--- src/verilog/uhie_consts.svh ---
`ifndef UHIE_CONSTS_SVH
`define UHIE_CONSTS_SVH
// Overview of operation
// - each mask bit gates its own status bit
// - irq when a status bit 0-6, its mask bit and master gate set
// - writing one sets the mask bit
// - writing zero leaves mask bit unchanged
// - mask read returns value, no side effect
// - mask register decoded at offset 0x10
// - status sticky, set by event, W1C
// - unmasked ownership change drives management irq

// ----------------------------------------------------------------
// register offsets, fields and reset values
// ----------------------------------------------------------------
`define UHIE_OFS_STATUS   8'h0c
`define UHIE_OFS_MASK     8'h10
`define UHIE_BIT_OC       30
`define UHIE_BIT_MIE      31
`define UHIE_STAT_IMPL    32'h4000_007f
`define UHIE_MASK_IMPL    32'hc000_007f
`define UHIE_IRQ_SRC      32'h0000_007f
`define UHIE_RST_MASK     32'h0000_0000
`define UHIE_RST_STATUS   32'h0000_0000

`endif

--- src/verilog/uhie_pkg.sv ---
package uhie_pkg;
  // state of the status holder
  typedef struct packed {
    logic [31:0] status;
  } uhie_stat_st_t;

  // state of the top block
  typedef struct packed {
    logic [31:0] mask;
    logic        irq;
    logic        smi_n;
    logic [31:0] rdata;
    logic        rvalid;
  } uhie_top_st_t;
endpackage

--- src/verilog/uhie_stat_if.sv ---
`timescale 1ns/1ps
interface uhie_stat_if;
  logic [31:0] set;
  logic [31:0] clr;
  logic [31:0] status;
  modport owner (input set, input clr, output status);
  modport user  (output set, output clr, input status);
endinterface

--- src/verilog/uhie_status.sv ---
`timescale 1ns/1ps
`include "uhie_consts.svh"
module uhie_status
  import uhie_pkg::*;
(
  input  wire logic   i_clk,
  input  wire logic   i_rst_n,
  uhie_stat_if.owner  stat
);
  uhie_stat_st_t st_r;
  uhie_stat_st_t st_nxt;
  logic [31:0]   bit_nxt;
  logic [31:0]   impl;

  assign impl = `UHIE_STAT_IMPL;

  // ----------------------------------------------------------------
  // per-bit sticky flags, set beats clear
  // ----------------------------------------------------------------
  genvar gi;
  generate
    for (gi = 0; gi < 32; gi++) begin : g_bit
      assign bit_nxt[gi] = impl[gi] &
        (stat.set[gi] | (st_r.status[gi] & ~stat.clr[gi]));
    end
  endgenerate

  // next state
  always_comb begin
    st_nxt        = st_r;
    st_nxt.status = bit_nxt;
  end

  // state register
  always_ff @(posedge i_clk or negedge i_rst_n) begin
    if (!i_rst_n) begin
      st_r.status <= `UHIE_RST_STATUS;
    end else begin
      st_r <= st_nxt;
    end
  end

  assign stat.status = st_r.status;
endmodule // uhie_status

--- src/verilog/uhie_top.sv ---
`timescale 1ns/1ps
`include "uhie_consts.svh"
module uhie_top
  import uhie_pkg::*;
(
  input  wire logic        i_clk,
  input  wire logic        i_rst_n,
  input  wire logic [31:0] i_event,
  input  wire logic        i_reg_wr,
  input  wire logic        i_reg_rd,
  input  wire logic [7:0]  i_reg_addr,
  input  wire logic [31:0] i_reg_wdata,
  output logic [31:0]      o_reg_rdata,
  output logic             o_reg_rvalid,
  output logic             o_irq,
  output logic             o_system_management_irq_pin_n
);
  uhie_top_st_t st_r;
  uhie_top_st_t st_nxt;
  uhie_stat_if  stat ();
  logic         wr_mask;
  logic         wr_stat;
  logic         rd_mask;
  logic         rd_stat;
  logic [31:0]  gated;

  // ----------------------------------------------------------------
  // address decode
  // ----------------------------------------------------------------
  assign wr_mask = i_reg_wr && (i_reg_addr == `UHIE_OFS_MASK);
  assign wr_stat = i_reg_wr && (i_reg_addr == `UHIE_OFS_STATUS);
  assign rd_mask = i_reg_rd && (i_reg_addr == `UHIE_OFS_MASK);
  assign rd_stat = i_reg_rd && (i_reg_addr == `UHIE_OFS_STATUS);

  // status holder hookup
  assign stat.set = i_event;
  assign stat.clr = wr_stat ? i_reg_wdata : 32'h0;

  uhie_status u_status (
    .i_clk   (i_clk),
    .i_rst_n (i_rst_n),
    .stat    (stat.owner)
  );

  // bitwise pairing of status and mask
  assign gated = stat.status & st_r.mask;

  // ----------------------------------------------------------------
  // next state
  // ----------------------------------------------------------------
  always_comb begin
    st_nxt        = st_r;
    st_nxt.rvalid = i_reg_rd;
    st_nxt.rdata  = 32'h0;
    if (wr_mask) begin
      st_nxt.mask = st_r.mask | (i_reg_wdata & `UHIE_MASK_IMPL);
    end
    if (rd_mask) begin
      st_nxt.rdata = st_r.mask;
    end else if (rd_stat) begin
      st_nxt.rdata = stat.status;
    end
    st_nxt.irq   = st_r.mask[`UHIE_BIT_MIE] && |(gated & `UHIE_IRQ_SRC);
    st_nxt.smi_n = ~gated[`UHIE_BIT_OC];
  end

  // state register
  always_ff @(posedge i_clk or negedge i_rst_n) begin
    if (!i_rst_n) begin
      st_r.mask   <= `UHIE_RST_MASK;
      st_r.irq    <= 1'b0;
      st_r.smi_n  <= 1'b1;
      st_r.rdata  <= 32'h0;
      st_r.rvalid <= 1'b0;
    end else begin
      st_r <= st_nxt;
    end
  end

  assign o_reg_rdata                   = st_r.rdata;
  assign o_reg_rvalid                  = st_r.rvalid;
  assign o_irq                         = st_r.irq;
  assign o_system_management_irq_pin_n = st_r.smi_n;
endmodule // uhie_top

--- config.mk ---
export PLATFORM = sky130hd
export DESIGN_NAME = uhie_top
export DESIGN_NICKNAME = d
export VERILOG_FILES = /design/src/verilog/uhie_pkg.sv /design/src/verilog/uhie_stat_if.sv /design/src/verilog/uhie_status.sv /design/src/verilog/uhie_top.sv
export VERILOG_INCLUDE_DIRS = /design/src /design/src/verilog
export SDC_FILE = /design/constraint.sdc
export NUM_CORES = 1
export LEC_CHECK = 0
export BUFFER_PORTS_ARGS = -buffer_cell sky130_fd_sc_hd__buf_2
export CORE_ASPECT_RATIO = 1.5
export CORE_MARGIN = 3
export CORE_UTILIZATION = 40
export CTS_CLUSTER_SIZE = 8
export DETAILED_ROUTE_END_ITERATION = 10
export GPL_TIMING_DRIVEN = 0
export PLACE_DENSITY = 0.76
export RECOVER_POWER = 100
export REMOVE_ABC_BUFFERS = 1
export SLEW_MARGIN = 30
export SYNTH_ARGS = -nofsm -noshare
export SYNTH_HDL_FRONTEND = slang
export SYNTH_SLANG_ARGS = --single-unit
--- constraint.sdc ---
create_clock -name i_clk -period 3.4 [get_ports i_clk]
set_input_delay 0.68 -clock i_clk [delete_from_list [all_inputs] [get_ports i_clk]]
set_output_delay 0.68 -clock i_clk [all_outputs]
set_load 0.02 [all_outputs]
==> metrics.log, run 1 <==
INFO  metric design.final.nets = around 260
INFO  metric chipWidth = about 60 µm
INFO  metric clockRootBuffer = sky130_fd_sc_hd__clkbuf_8
INFO  metric sequentialPowerShare = roughly 50%
INFO  metric worst-setup-path-type = primary input to flop
INFO  metric netSwitchingFraction = roughly a quarter
INFO  metric clk-insertion-delay-late = 280 ps
INFO  metric grt_first_pass_wirelength = 5580 µm
INFO  metric multiplexer_share_of_the_synthesized_area = 0%
INFO  metric worst_setup_path_start_kind = primary input
INFO  metric yosys.area_share.adder = 0%
INFO  metric post_layout_nonfiller_instances = 234
INFO  metric fin_skew = 5.94 ps
INFO  metric num_cts_buffers = 5
INFO  metric combPwrFrac = 12.3%
INFO  metric number_of_input_and_output_port_buffers_inserted = 40
INFO  metric cell_internal_pwr = just over 0.5 mW
INFO  metric synth.yosys.seq_area_share = 41.8%
INFO  metric place.gp.congestion = 0.778
INFO  metric cts.reportedPaths.clkPinSlew = 50 ps
INFO  metric post_synth_num_cell_types = 26
INFO  metric whs = 429 ps
INFO  metric starting_density = between 40 and 50%
INFO  metric setup_viol_count_final = 0
INFO  metric synthesis.yosys.warnings = 0
INFO  metric synth-compound-area-share = ~18%
INFO  metric crit_chain = clkbuf_1 -> nor4_1 -> a41oi_1
INFO  metric grt_use_total = between 10 and 15%
INFO  metric hold_path.class = flop to flop
INFO  metric xor_xnor_share_of_the_synthesized_area = 0%
INFO  metric crit_path_max_incr_delay = 1110 ps
INFO  metric final.period_utilization = 61.1%
INFO  metric ys_seq_elements = 29
INFO  metric final-hold-violation-count = 0
INFO  metric place.detailed.instances = 226
INFO  metric routed_wire_per_std_cell = 14.2 µm
INFO  metric tritoncts = done
INFO  metric die_y = 86.8 µm
INFO  metric clock_power_share = a little under two fifths
INFO  metric crit_fanout = 8
INFO  metric main_combinational_cell_family_by_area_after_synthesis = simple AND/OR/NAND/NOR gates
INFO  metric cap_violations = 1
INFO  metric final-max-slew-violation-count = 0
INFO  metric diodes = 0
INFO  metric floorplan.io_pins = 111
INFO  metric htree_num_levels = 2
INFO  metric synth.cell_area = 1740 µm²
INFO  metric power_density = 391 nW/µm²
INFO  metric post_drt_via_cell_ratio = roughly 5.1
INFO  metric static_leak = between 0.8 and 0.9 nW
INFO  metric syn_to_final_growth = 1.87%
INFO  metric min_period = 2080 ps
INFO  metric antenna_violations_before_repair = 0
INFO  metric final_layout_size_suffix_gt1_share = approximately 17%
INFO  metric initialDrtViolationCount = 20
INFO  metric floorplan.rows = 28
INFO  metric cts-resized-gates = 0
INFO  metric placeableCoreArea = about 4100 µm²
INFO  metric dieArea = 5190 µm²
INFO  metric max_slew_margin = 0.402%
INFO  metric ir_worst_vdd = 0.225 mV
INFO  metric setup_tns = 0 ps
INFO  metric post_cts_hold_buffer_count = 0
INFO  metric dr_total_vias = 1205
INFO  metric detail_route.wirelength = between 3000 and 4000 µm
INFO  metric tightest_slew = 1490 ps
INFO  metric worst-endpoint-arrival = between 2000 and 2500 ps
INFO  metric power_switching = 0.179 mW
INFO  metric avgSynthCellArea = 10.8 µm²
INFO  metric worst_path_max_delay_cell = sky130_fd_sc_hd__nor4_1
INFO  metric syn_inst = 161
INFO  metric grt_pass1_vias = about 1200
INFO  metric route.detailed.drc = 0
INFO  metric synth-simple-area-share = around a fifth
INFO  metric placed_wire_length_estimate = 2550 µm
INFO  metric clock_tree.buffer_depth = 2
INFO  metric first_pass_iters = 4
INFO  metric grt_max_degree = 30
INFO  metric ant_nets = 0
INFO  metric setup.worst_path.end_class = flop
INFO  metric global_route.overflow_total = 0
INFO  metric setup_repair_after_global_routing_missed_its_margin = no
INFO  metric status = finished, violations left
INFO  metric required = 3480 ps
INFO  metric cts_post_setup_buffers_inserted = 0
INFO  metric violated_checks = max-capacitance violations
INFO  metric clock_sinks = 29
INFO  metric layout.filler_cells = 414
INFO  metric max_freq = slightly below 0.5 GHz
[kinds of logic (layout without fill, tap and decap cells)]
logic type      Yosys count  in the layout
buf+inv                  52             58
simple gates             50             50
compound gates           29             29
flops                    29             29
other cells               1             23
[Yosys cell counts, drive strengths merged]
master  count  area (µm²)
buf        36         272
dfrtp      28         701
nand2      11        41.3
inv        10        37.5
and3b       9        78.8
o41ai       9         158
a211oi      8        60.1
a41oi       8        70.1
nand4b      8        70.1
nor2        8        30.0
or4bb       8        90.1
clkbuf      6        22.5
a22oi       2        15.0
nor4        2        12.5
a222oi      1        10.0
a31oi       1        6.26
conb        1        3.75
dfstp       1        26.3
or2         1        6.26
or3b        1        8.76
or4         1        11.3
or4b        1        10.0
[sequential cells by signal (all words and copies together), names as in the netlist]
name / flops
o_reg_rdata: 9
st_r: 9
u_status.stat.status: 8
o_irq: 1
o_reg_rvalid: 1
o_system_management_irq_pin_n: 1
[cell type report]
class	instances	area [µm²]	area share [%]
Clock buffer	8	80.1	4.52
Inverter	10	37.5	2.12
Multi-Input combinational cell	102	693	39.1
Sequential cell	29	727	41.0
Tap cell	45	56.3	3.18
Timing Repair Buffer	40	179	10.1
[final timing paths]
check                                     start                                       to  slack (ps)  cells past startpoint
setup reg to reg           st_r[39]$_DFFE_PN0P_                 o_reg_rdata[4]$_DFF_PN0_        2200                      2
hold reg to reg            st_r[65]$_DFFE_PN0P_  o_system_management_irq_pin_n$_DFF_PN1_         430                      1
min in group asynchronous               i_rst_n                     st_r[66]$_DFFE_PN0P_         750                      1
hold / removal             st_r[65]$_DFFE_PN0P_  o_system_management_irq_pin_n$_DFF_PN1_         430                      1
max in group asynchronous               i_rst_n                          o_irq$_DFF_PN0_        1770                      1
setup / recovery                  i_reg_addr[5]       u_status.stat.status[30]$_DFF_PN0_        1320                      3
[power groups by stage]
stage / clock [mW] / sequential [mW] / combinational, mW
after detailed placement: 0 / 0.353 / 0.0900
after CTS: 0.269 / 0.347 / 0.0902
final: 0.261 / 0.347 / 0.0851
after global routing: 0.286 / 0.347 / 0.0953
after global placement: 0 / 0.353 / 0.0873
after floorplan: 0 / 0.354 / 0.0455
[layout by cell type, fill, tap and decap left out]
cell type,netlist,routed
sky130_fd_sc_hd__or4_4,1,1
sky130_fd_sc_hd__or4bb_1,8,8
sky130_fd_sc_hd__o41ai_1,0,8
sky130_fd_sc_hd__inv_1,10,10
sky130_fd_sc_hd__nor2_1,8,8
sky130_fd_sc_hd__nand2_1,11,11
sky130_fd_sc_hd__o41ai_2,8,1
sky130_fd_sc_hd__and3b_1,9,9
sky130_fd_sc_hd__clkbuf_8,0,5
sky130_fd_sc_hd__or2_2,1,1
sky130_fd_sc_hd__dfstp_2,1,1
sky130_fd_sc_hd__a31oi_1,1,1
sky130_fd_sc_hd__nand4b_1,8,8
sky130_fd_sc_hd__dfrtp_1,28,28
sky130_fd_sc_hd__a41oi_1,8,8
sky130_fd_sc_hd__nor4_1,2,2
sky130_fd_sc_hd__or3b_2,1,1
sky130_fd_sc_hd__conb_1,1,23
sky130_fd_sc_hd__buf_2,1,23
sky130_fd_sc_hd__or4b_1,1,1
sky130_fd_sc_hd__clkbuf_1,6,20
sky130_fd_sc_hd__a211oi_1,8,8
sky130_fd_sc_hd__a22oi_1,2,2
sky130_fd_sc_hd__a222oi_1,1,1
[critical path, delay by kind of cell]
family	cells	cell delay, ps
buffers and inverters	1	100
AO/OA/AOI/OAI	1	260
AND/OR/NAND/NOR	1	1110
[metal layers]
layer | vias to the layer above | GRT usage [%] | routed length (µm) | part of all wire (%)
met3 | 7 | 3.73 | 228 | 6.9
met1 | 558 | 16.4 | 1280 | 39
met4 | 0 | 7.26 | 77 | 2.3
li1 | 594 | - | - | -
met2 | 46 | 23.7 | 1730 | 52
met5 | - | 0 | 0 | 0
[metrics by stage]
step / cell area, µm² / setup WS (ps) / utilization, % / total power, mW
3_3_place_gp: 1790 / 1070 / 43.9 / 0.440
3_5_place_dp: 1790 / 1420 / 44.1 / 0.443
5_1_grt: 1770 / 1100 / 43.6 / 0.728
4_1_cts: 1870 / 1710 / 46.1 / 0.706
6_report: 1770 / 1320 / 43.6 / 0.693
2_1_floorplan: 1530 / 1660 / - / 0.400
Power figures use the tool's default switching activity.
==> run 2, diff against run 1 <==
CORE_UTILIZATION = 38   (was 40)
clock period = 1.75 ns   (was 3.4 ns; I/O delays follow)
==> run 2 against run 1 <==
Compared with the run above:
- the run now ends clean
- register-to-register slack lost 1600 ps
- critical path type unchanged
- highest routed layer unchanged
- critical endpoint is now st_r[38]$_DFFE_PN0P_
- non-clock buffer count stayed put
- via count grew 0.91%
- sequential power increased by 94%
- setup slack lost 970 ps
==> metrics.log, run 2 (same netlist as run 1, synthesis figures left out) <==
INFO  metric grt_use_total = approximately an eighth
INFO  metric placeableCoreArea = around 4300 µm²
INFO  metric whs = 221 ps
INFO  metric ant_nets = 0
INFO  metric setup_viol_count_final = 0
INFO  metric dr_total_vias = 1216
INFO  metric grt_max_degree = 30
INFO  metric floorplan.io_pins = 111
INFO  metric status = complete, no violations
INFO  metric post_layout_nonfiller_instances = 235
INFO  metric worst-setup-path-type = primary input to flop
INFO  metric route.detailed.drc = 0
INFO  metric cap_violations = 0
INFO  metric die_y = between 80 and 90 µm
INFO  metric crit_path_max_incr_delay = 610 ps
INFO  metric post_drt_via_cell_ratio = 5.17
INFO  metric htree_num_levels = 2
INFO  metric first_pass_iters = 4
INFO  metric chipWidth = just over 60 µm
INFO  metric critPathLaunch = i_reg_addr[4]
INFO  metric fin_skew = 7.56 ps
INFO  metric final_common_cell = sky130_fd_sc_hd__dfrtp_1
INFO  metric worstHoldPathCells = 1
INFO  metric multi_input_logic_area = 699 µm²
INFO  metric number_of_input_and_output_port_buffers_inserted = 40
INFO  metric clock_tree.buffer_depth = 2
INFO  metric routed_wire_per_std_cell = 13.8 µm
INFO  metric area.sequential = around 730 µm²
INFO  metric static_leak = 0.821 nW
INFO  metric final.period_utilization = 79.8%
INFO  metric starting_density = 40.3%
INFO  metric worst-endpoint-arrival = 1550 ps
INFO  metric dpl_cell_area = 1790 µm²
INFO  metric post_cts_hold_buffer_count = 0
INFO  metric cts_post_setup_buffers_inserted = 0
INFO  metric grt_pass1_vias = 1150
INFO  metric global_route.overflow_total = 0
INFO  metric mostFrequentLayoutCells = sky130_fd_sc_hd__dfrtp_1, sky130_fd_sc_hd__buf_2, sky130_fd_sc_hd__conb_1
INFO  metric hold_path.class = primary input to flop
INFO  metric min_period = 1400 ps
INFO  metric critical_path.reg2reg.startpoint = st_r[39]$_DFFE_PN0P_
INFO  metric floorplan.rows = 29
INFO  metric worst_path_max_delay_cell = sky130_fd_sc_hd__or3b_2
INFO  metric clockRootBuffer = sky130_fd_sc_hd__clkbuf_8
INFO  metric placed_wire_length_estimate = 2490 µm
INFO  metric clk-insertion-delay-late = 280 ps
INFO  metric diodes = 0
INFO  metric layout.filler_cells = 443
INFO  metric syn_to_final_growth = 3.02%
INFO  metric dieArea = 5440 µm²
INFO  metric antenna_violations_before_repair = 0
INFO  metric worstRegToRegCells = 2
INFO  metric crit_chain = buf_2 -> or3b_2 -> o41ai_1
INFO  metric design.final.nets = 264
INFO  metric final-hold-violation-count = 0
INFO  metric initialDrtViolationCount = 30
INFO  metric cts-resized-gates = 0
INFO  metric clock_sinks = 29
INFO  metric place.detailed.instances = 227
INFO  metric num_cts_buffers = 5
INFO  metric worst_setup_path_start_kind = primary input
INFO  metric ir_worst_vdd = between 0.2 and 0.3 mV
INFO  metric grt_first_pass_wirelength = 5140 µm
INFO  metric setup_repair_after_global_routing_missed_its_margin = no
INFO  metric detail_route.wirelength = 3240 µm
INFO  metric max_freq = around 0.7 GHz
INFO  metric power.total = approximately 1.4 mW
INFO  metric cts.reportedPaths.clkPinSlew = 60 ps
INFO  metric final_layout_size_suffix_gt1_share = 19.6%
INFO  metric tritoncts = done
INFO  metric postLayoutCellArea = 1790 µm²
INFO  metric min_from = i_reg_rd
INFO  metric power_density = just under 800 nW/µm²
INFO  metric crit_fanout = 18
INFO  metric final-max-slew-violation-count = 0
INFO  metric required = ~1900 ps
INFO  metric place.gp.congestion = 0.780
INFO  metric max_slew_margin = 1.08%
INFO  metric setup.worst_path.end_class = flop
INFO  metric tightest_slew = 1480 ps
## run 2: changes by cell type in the layout (fill, tap and decap cells not counted), sizes merged
| cell | delta |
|---|---|
| buf | +1 |
| clkbuf | -1 |
## run 2: per-stage QoR
stage / utilization [%] / worst slack (ps) / TNS [ps]
after global placement: 41.4 / -269 / -2120
after global routing: 41.5 / 161 / 0
after CTS: 43.6 / 386 / 0
final: 41.5 / 354 / 0
after floorplan: - / 335 / 0
after detailed placement: 41.5 / 87.6 / 0
## run 2: layout make-up
class | count | share of cell area [%]
Sequential cell | 29 | 40.5
Clock buffer | 8 | 5.02
Timing Repair Buffer | 40 | 10.1
Tap cell | 46 | 3.21
Multi-Input combinational cell | 102 | 39.0
Inverter | 10 | 2.09
## run 2: worst paths after layout
check | endpoint | slack, ps
min reg2reg | o_system_management_irq_pin_n$_DFF_PN1_ | 440
max in group asynchronous | o_irq$_DFF_PN0_ | 460
max reg2reg | o_reg_rdata[4]$_DFF_PN0_ | 580
max | st_r[38]$_DFFE_PN0P_ | 350
min | o_reg_rvalid$_DFF_PN0_ | 220
min in group asynchronous | st_r[39]$_DFFE_PN0P_ | 420
## run 2: routing by layer
metal  GRT usage, %  up-vias  wire length (µm)
met5              0        -                 0
met4           7.10        0                78
met3           4.38        5               213
met2           23.0       45              1730
met1           12.7      573              1230
li1               -      593                 -
## run 2: where the power goes
part	leakage, nW	switching (mW)	internal, mW
clock network	0.0455	0.224	0.319
registers	0.305	0.000565	0.673
logic	0.471	0.120	0.0456
total	0.821	0.345	1.04
## run 2: worst max-delay path, delay by kind of cell
kind / cells / cell delay [ps]
compound gates: 1 / 390
buf+inv: 1 / 200
simple gates: 1 / 610
==> run 3, diff against run 2 <==
ABC_AREA = 1   (was not set)
CORE_UTILIZATION = 40   (was 38)
PLACE_DENSITY = 0.8   (was 0.76)
clock period = 1.3 ns   (was 1.75 ns; I/O delays follow)
==> run 3 against run 2 <==
Compared with the run above:
- clock skew shrank 1.0 ps
- non-clock buffer count did not move
- setup slack worse by 270 ps
- worst hold slack got worse by 220 ps
- final cell count rose by 4.3%
- design area decreased by 9.4%
- combinational power is essentially flat
- first-iteration DRC count is 27% higher
- critical endpoint is now o_system_management_irq_pin_n
- largest power group unchanged
==> metrics.log, run 3 <==
INFO  metric status = complete, no violations
INFO  metric yosys_most_used_dff = sky130_fd_sc_hd__dfrtp_1
INFO  metric synth_top_area_share = between 40% and 50%
INFO  metric design.final.nets = 278
INFO  metric floorplan.io_pins = 111
INFO  metric clk-insertion-delay-late = 280 ps
INFO  metric synth.yosys.seq_area_share = 48.7%
INFO  metric crit_chain = clkbuf_2
INFO  metric static_leak = 0.923 nW
INFO  metric crit_fanout = 1
INFO  metric grt_first_pass_wirelength = 4440 µm
INFO  metric ys_async_sr_fraction = 100%
INFO  metric dieArea = between 4000 and 5000 µm²
INFO  metric ant_nets = 0
INFO  metric postLayoutCellArea = 1630 µm²
INFO  metric setup_viol_count_final = 0
INFO  metric dr_total_vias = between 1000 and 1500
INFO  metric min_period = 1210 ps
INFO  metric syn_to_final_growth = 8.79%
INFO  metric ys_seq_elements = 29
INFO  metric final_common_cell = sky130_fd_sc_hd__nand2_1
INFO  metric cap_violations = 0
INFO  metric post_synth_main_area_contributors = sky130_fd_sc_hd__dfrtp_1, sky130_fd_sc_hd__buf_4, sky130_fd_sc_hd__nand2_1, sky130_fd_sc_hd__nand3_1, sky130_fd_sc_hd__inv_1
INFO  metric first_pass_iters = 4
INFO  metric setup_repair_after_global_routing_missed_its_margin = no
INFO  metric num_cts_buffers = 5
INFO  metric worst-endpoint-arrival = 950 ps
INFO  metric syn_inst = 168
INFO  metric clock_sinks = 29
INFO  metric floorplan.rows = 26
INFO  metric synth_edf_count = 0
INFO  metric starting_density = 42.5%
INFO  metric global_route.overflow_total = 0
INFO  metric detail_route.wirelength = about 2700 µm
INFO  metric critPathLaunch = o_system_management_irq_pin_n$_DFF_PN1_
INFO  metric tritoncts = done
INFO  metric critPathTopFamily = flip-flops
INFO  metric crit_buf_inv = 1
INFO  metric fin_skew = around 6.5 ps
INFO  metric ir_worst_vdd = approximately 0.76 mV
INFO  metric synthesis.yosys.warnings = 0
INFO  metric clockRootBuffer = sky130_fd_sc_hd__clkbuf_8
INFO  metric post_synth_num_cell_types = 18
INFO  metric dpl_cell_area = 1570 µm²
INFO  metric max_freq = ~0.83 GHz
INFO  metric required = ~1000 ps
INFO  metric final-max-slew-violation-count = 0
INFO  metric power_density = 1120 nW/µm²
INFO  metric clock_tree.buffer_depth = 2
INFO  metric place.detailed.instances = 237
INFO  metric placeableCoreArea = between 3000 and 4000 µm²
INFO  metric synth_commonest_cells = sky130_fd_sc_hd__nand2_1, sky130_fd_sc_hd__buf_4, sky130_fd_sc_hd__dfrtp_1
INFO  metric die_y = around 81 µm
INFO  metric placed_wire_length_estimate = 2020 µm
INFO  metric setup.worst_path.end_class = primary output
INFO  metric post_layout_nonfiller_instances = about 250
INFO  metric setup_tns = 0 ps
INFO  metric diodes = 0
INFO  metric worst_path_max_delay_cell = sky130_fd_sc_hd__dfstp_2
INFO  metric number_of_input_and_output_port_buffers_inserted = 40
INFO  metric synth.cell_area = 1490 µm²
INFO  metric chipWidth = roughly 56 µm
INFO  metric mostFrequentLayoutCells = sky130_fd_sc_hd__nand2_1, sky130_fd_sc_hd__dfrtp_1, sky130_fd_sc_hd__nand3_1
INFO  metric final_layout_size_suffix_gt1_share = 21.7%
INFO  metric routed_wire_per_std_cell = 11.1 µm
INFO  metric post_drt_via_cell_ratio = 4.48
INFO  metric grt_max_degree = 30
INFO  metric htree_num_levels = 2
INFO  metric hold_path.class = primary input to async pin
INFO  metric critical_path.reg2reg.startpoint = u_status.stat.status[4]$_DFF_PN0_
INFO  metric cts_post_setup_buffers_inserted = 0
INFO  metric initialDrtViolationCount = 38
INFO  metric yosysTopAreaCell = sky130_fd_sc_hd__dfrtp_1
INFO  metric worst-setup-path-type = flop to primary output
INFO  metric antenna_violations_before_repair = 0
INFO  metric grt_pass1_vias = ~1000
INFO  metric post_cts_hold_buffer_count = 0
INFO  metric route.detailed.drc = 0
INFO  metric crit_path_max_incr_delay = 510 ps
INFO  metric cts.reportedPaths.clkPinSlew = 60 ps
INFO  metric tightest_slew = slightly below 700 ps
INFO  metric avgSynthCellArea = 8.89 µm²
INFO  metric place.gp.congestion = 0.791
INFO  metric final.period_utilization = 93.1%
INFO  metric cts-resized-gates = 0
INFO  metric worst_setup_path_start_kind = flop
INFO  metric most_instantiated_library_cell_after_synthesis = sky130_fd_sc_hd__nand2_1
INFO  metric grt_use_total = 12.9%
INFO  metric max_slew_margin = 55.0%
INFO  metric final-hold-violation-count = 0
## run 3: cell count changes after synthesis, sizes merged, moves of 5 or more
cell    change
o21ai       +8
clkbuf      -5
a41oi       -8
a211oi      -8
nand2      +27
and3b       -9
nand3      +26
or4bb       -8
inv         +9
o41ai       -9
nand4b      -8
## run 3: power breakdown
part           internal [mW]  total [mW]  switching (mW)  leakage, nW
logic                 0.0398       0.166           0.126        0.572
clock network          0.430       0.747           0.317       0.0455
registers              0.906       0.907        0.000823        0.305
## run 3: path summary, 6_finish.rpt
check                           slack [ps]  cells after the start                                 endpoint
worst min-delay path                     3                      1                 o_reg_rdata[2]$_DFF_PN0_
max in group asynchronous              850                      1                 o_reg_rdata[4]$_DFF_PN0_
worst min register to register         400                      1  o_system_management_irq_pin_n$_DFF_PN1_
min in group i_clk                     160                      1                   o_reg_rvalid$_DFF_PN0_
worst max register to register         480                      4                          o_irq$_DFF_PN0_
worst max-delay path                    90                      1            o_system_management_irq_pin_n
## run 3: kinds of logic (layout without fill, tap and decap cells)
family | Yosys count | count (layout) | synth area share, %
buffers and inverters | 54 | 67 | 22.4
AO/OA/AOI/OAI | 9 | 9 | 3.43
AND/OR/NAND/NOR | 75 | 75 | 25.2
other | 1 | 23 | 0.251
flip-flops | 29 | 29 | 48.7
## run 3: layout make-up
cell class	count	area, µm²
multi-input cells	107	500
fillers	366	1890
repair buffers	40	184
inverters	19	71.3
flip-flops and latches	29	727
clock buffers	8	90.1
well taps	42	52.6
## run 3: stage by stage
step / hold WS (ps) / setup WS, ps / utilization (%) / power, mW
after global routing: 46.3 / 36.1 / 46.3 / 1.92
after CTS: 2.80 / 85.6 / 47.1 / 1.85
final: 2.79 / 89.1 / 46.3 / 1.82
after floorplan: -35.6 / 318 / - / 1.01
after global placement: 303 / 103 / 44.6 / 1.09
after detailed placement: 310 / 87.2 / 44.6 / 1.09
## run 3: routing by layer
layer  share of wire, %  GRT usage (%)  vias up
li1                   -              -      533
met1                 37           13.3      498
met2                 51           22.2       55
met3                8.3           4.77       12
met4                3.7           8.55        0
met5                  0              0        -
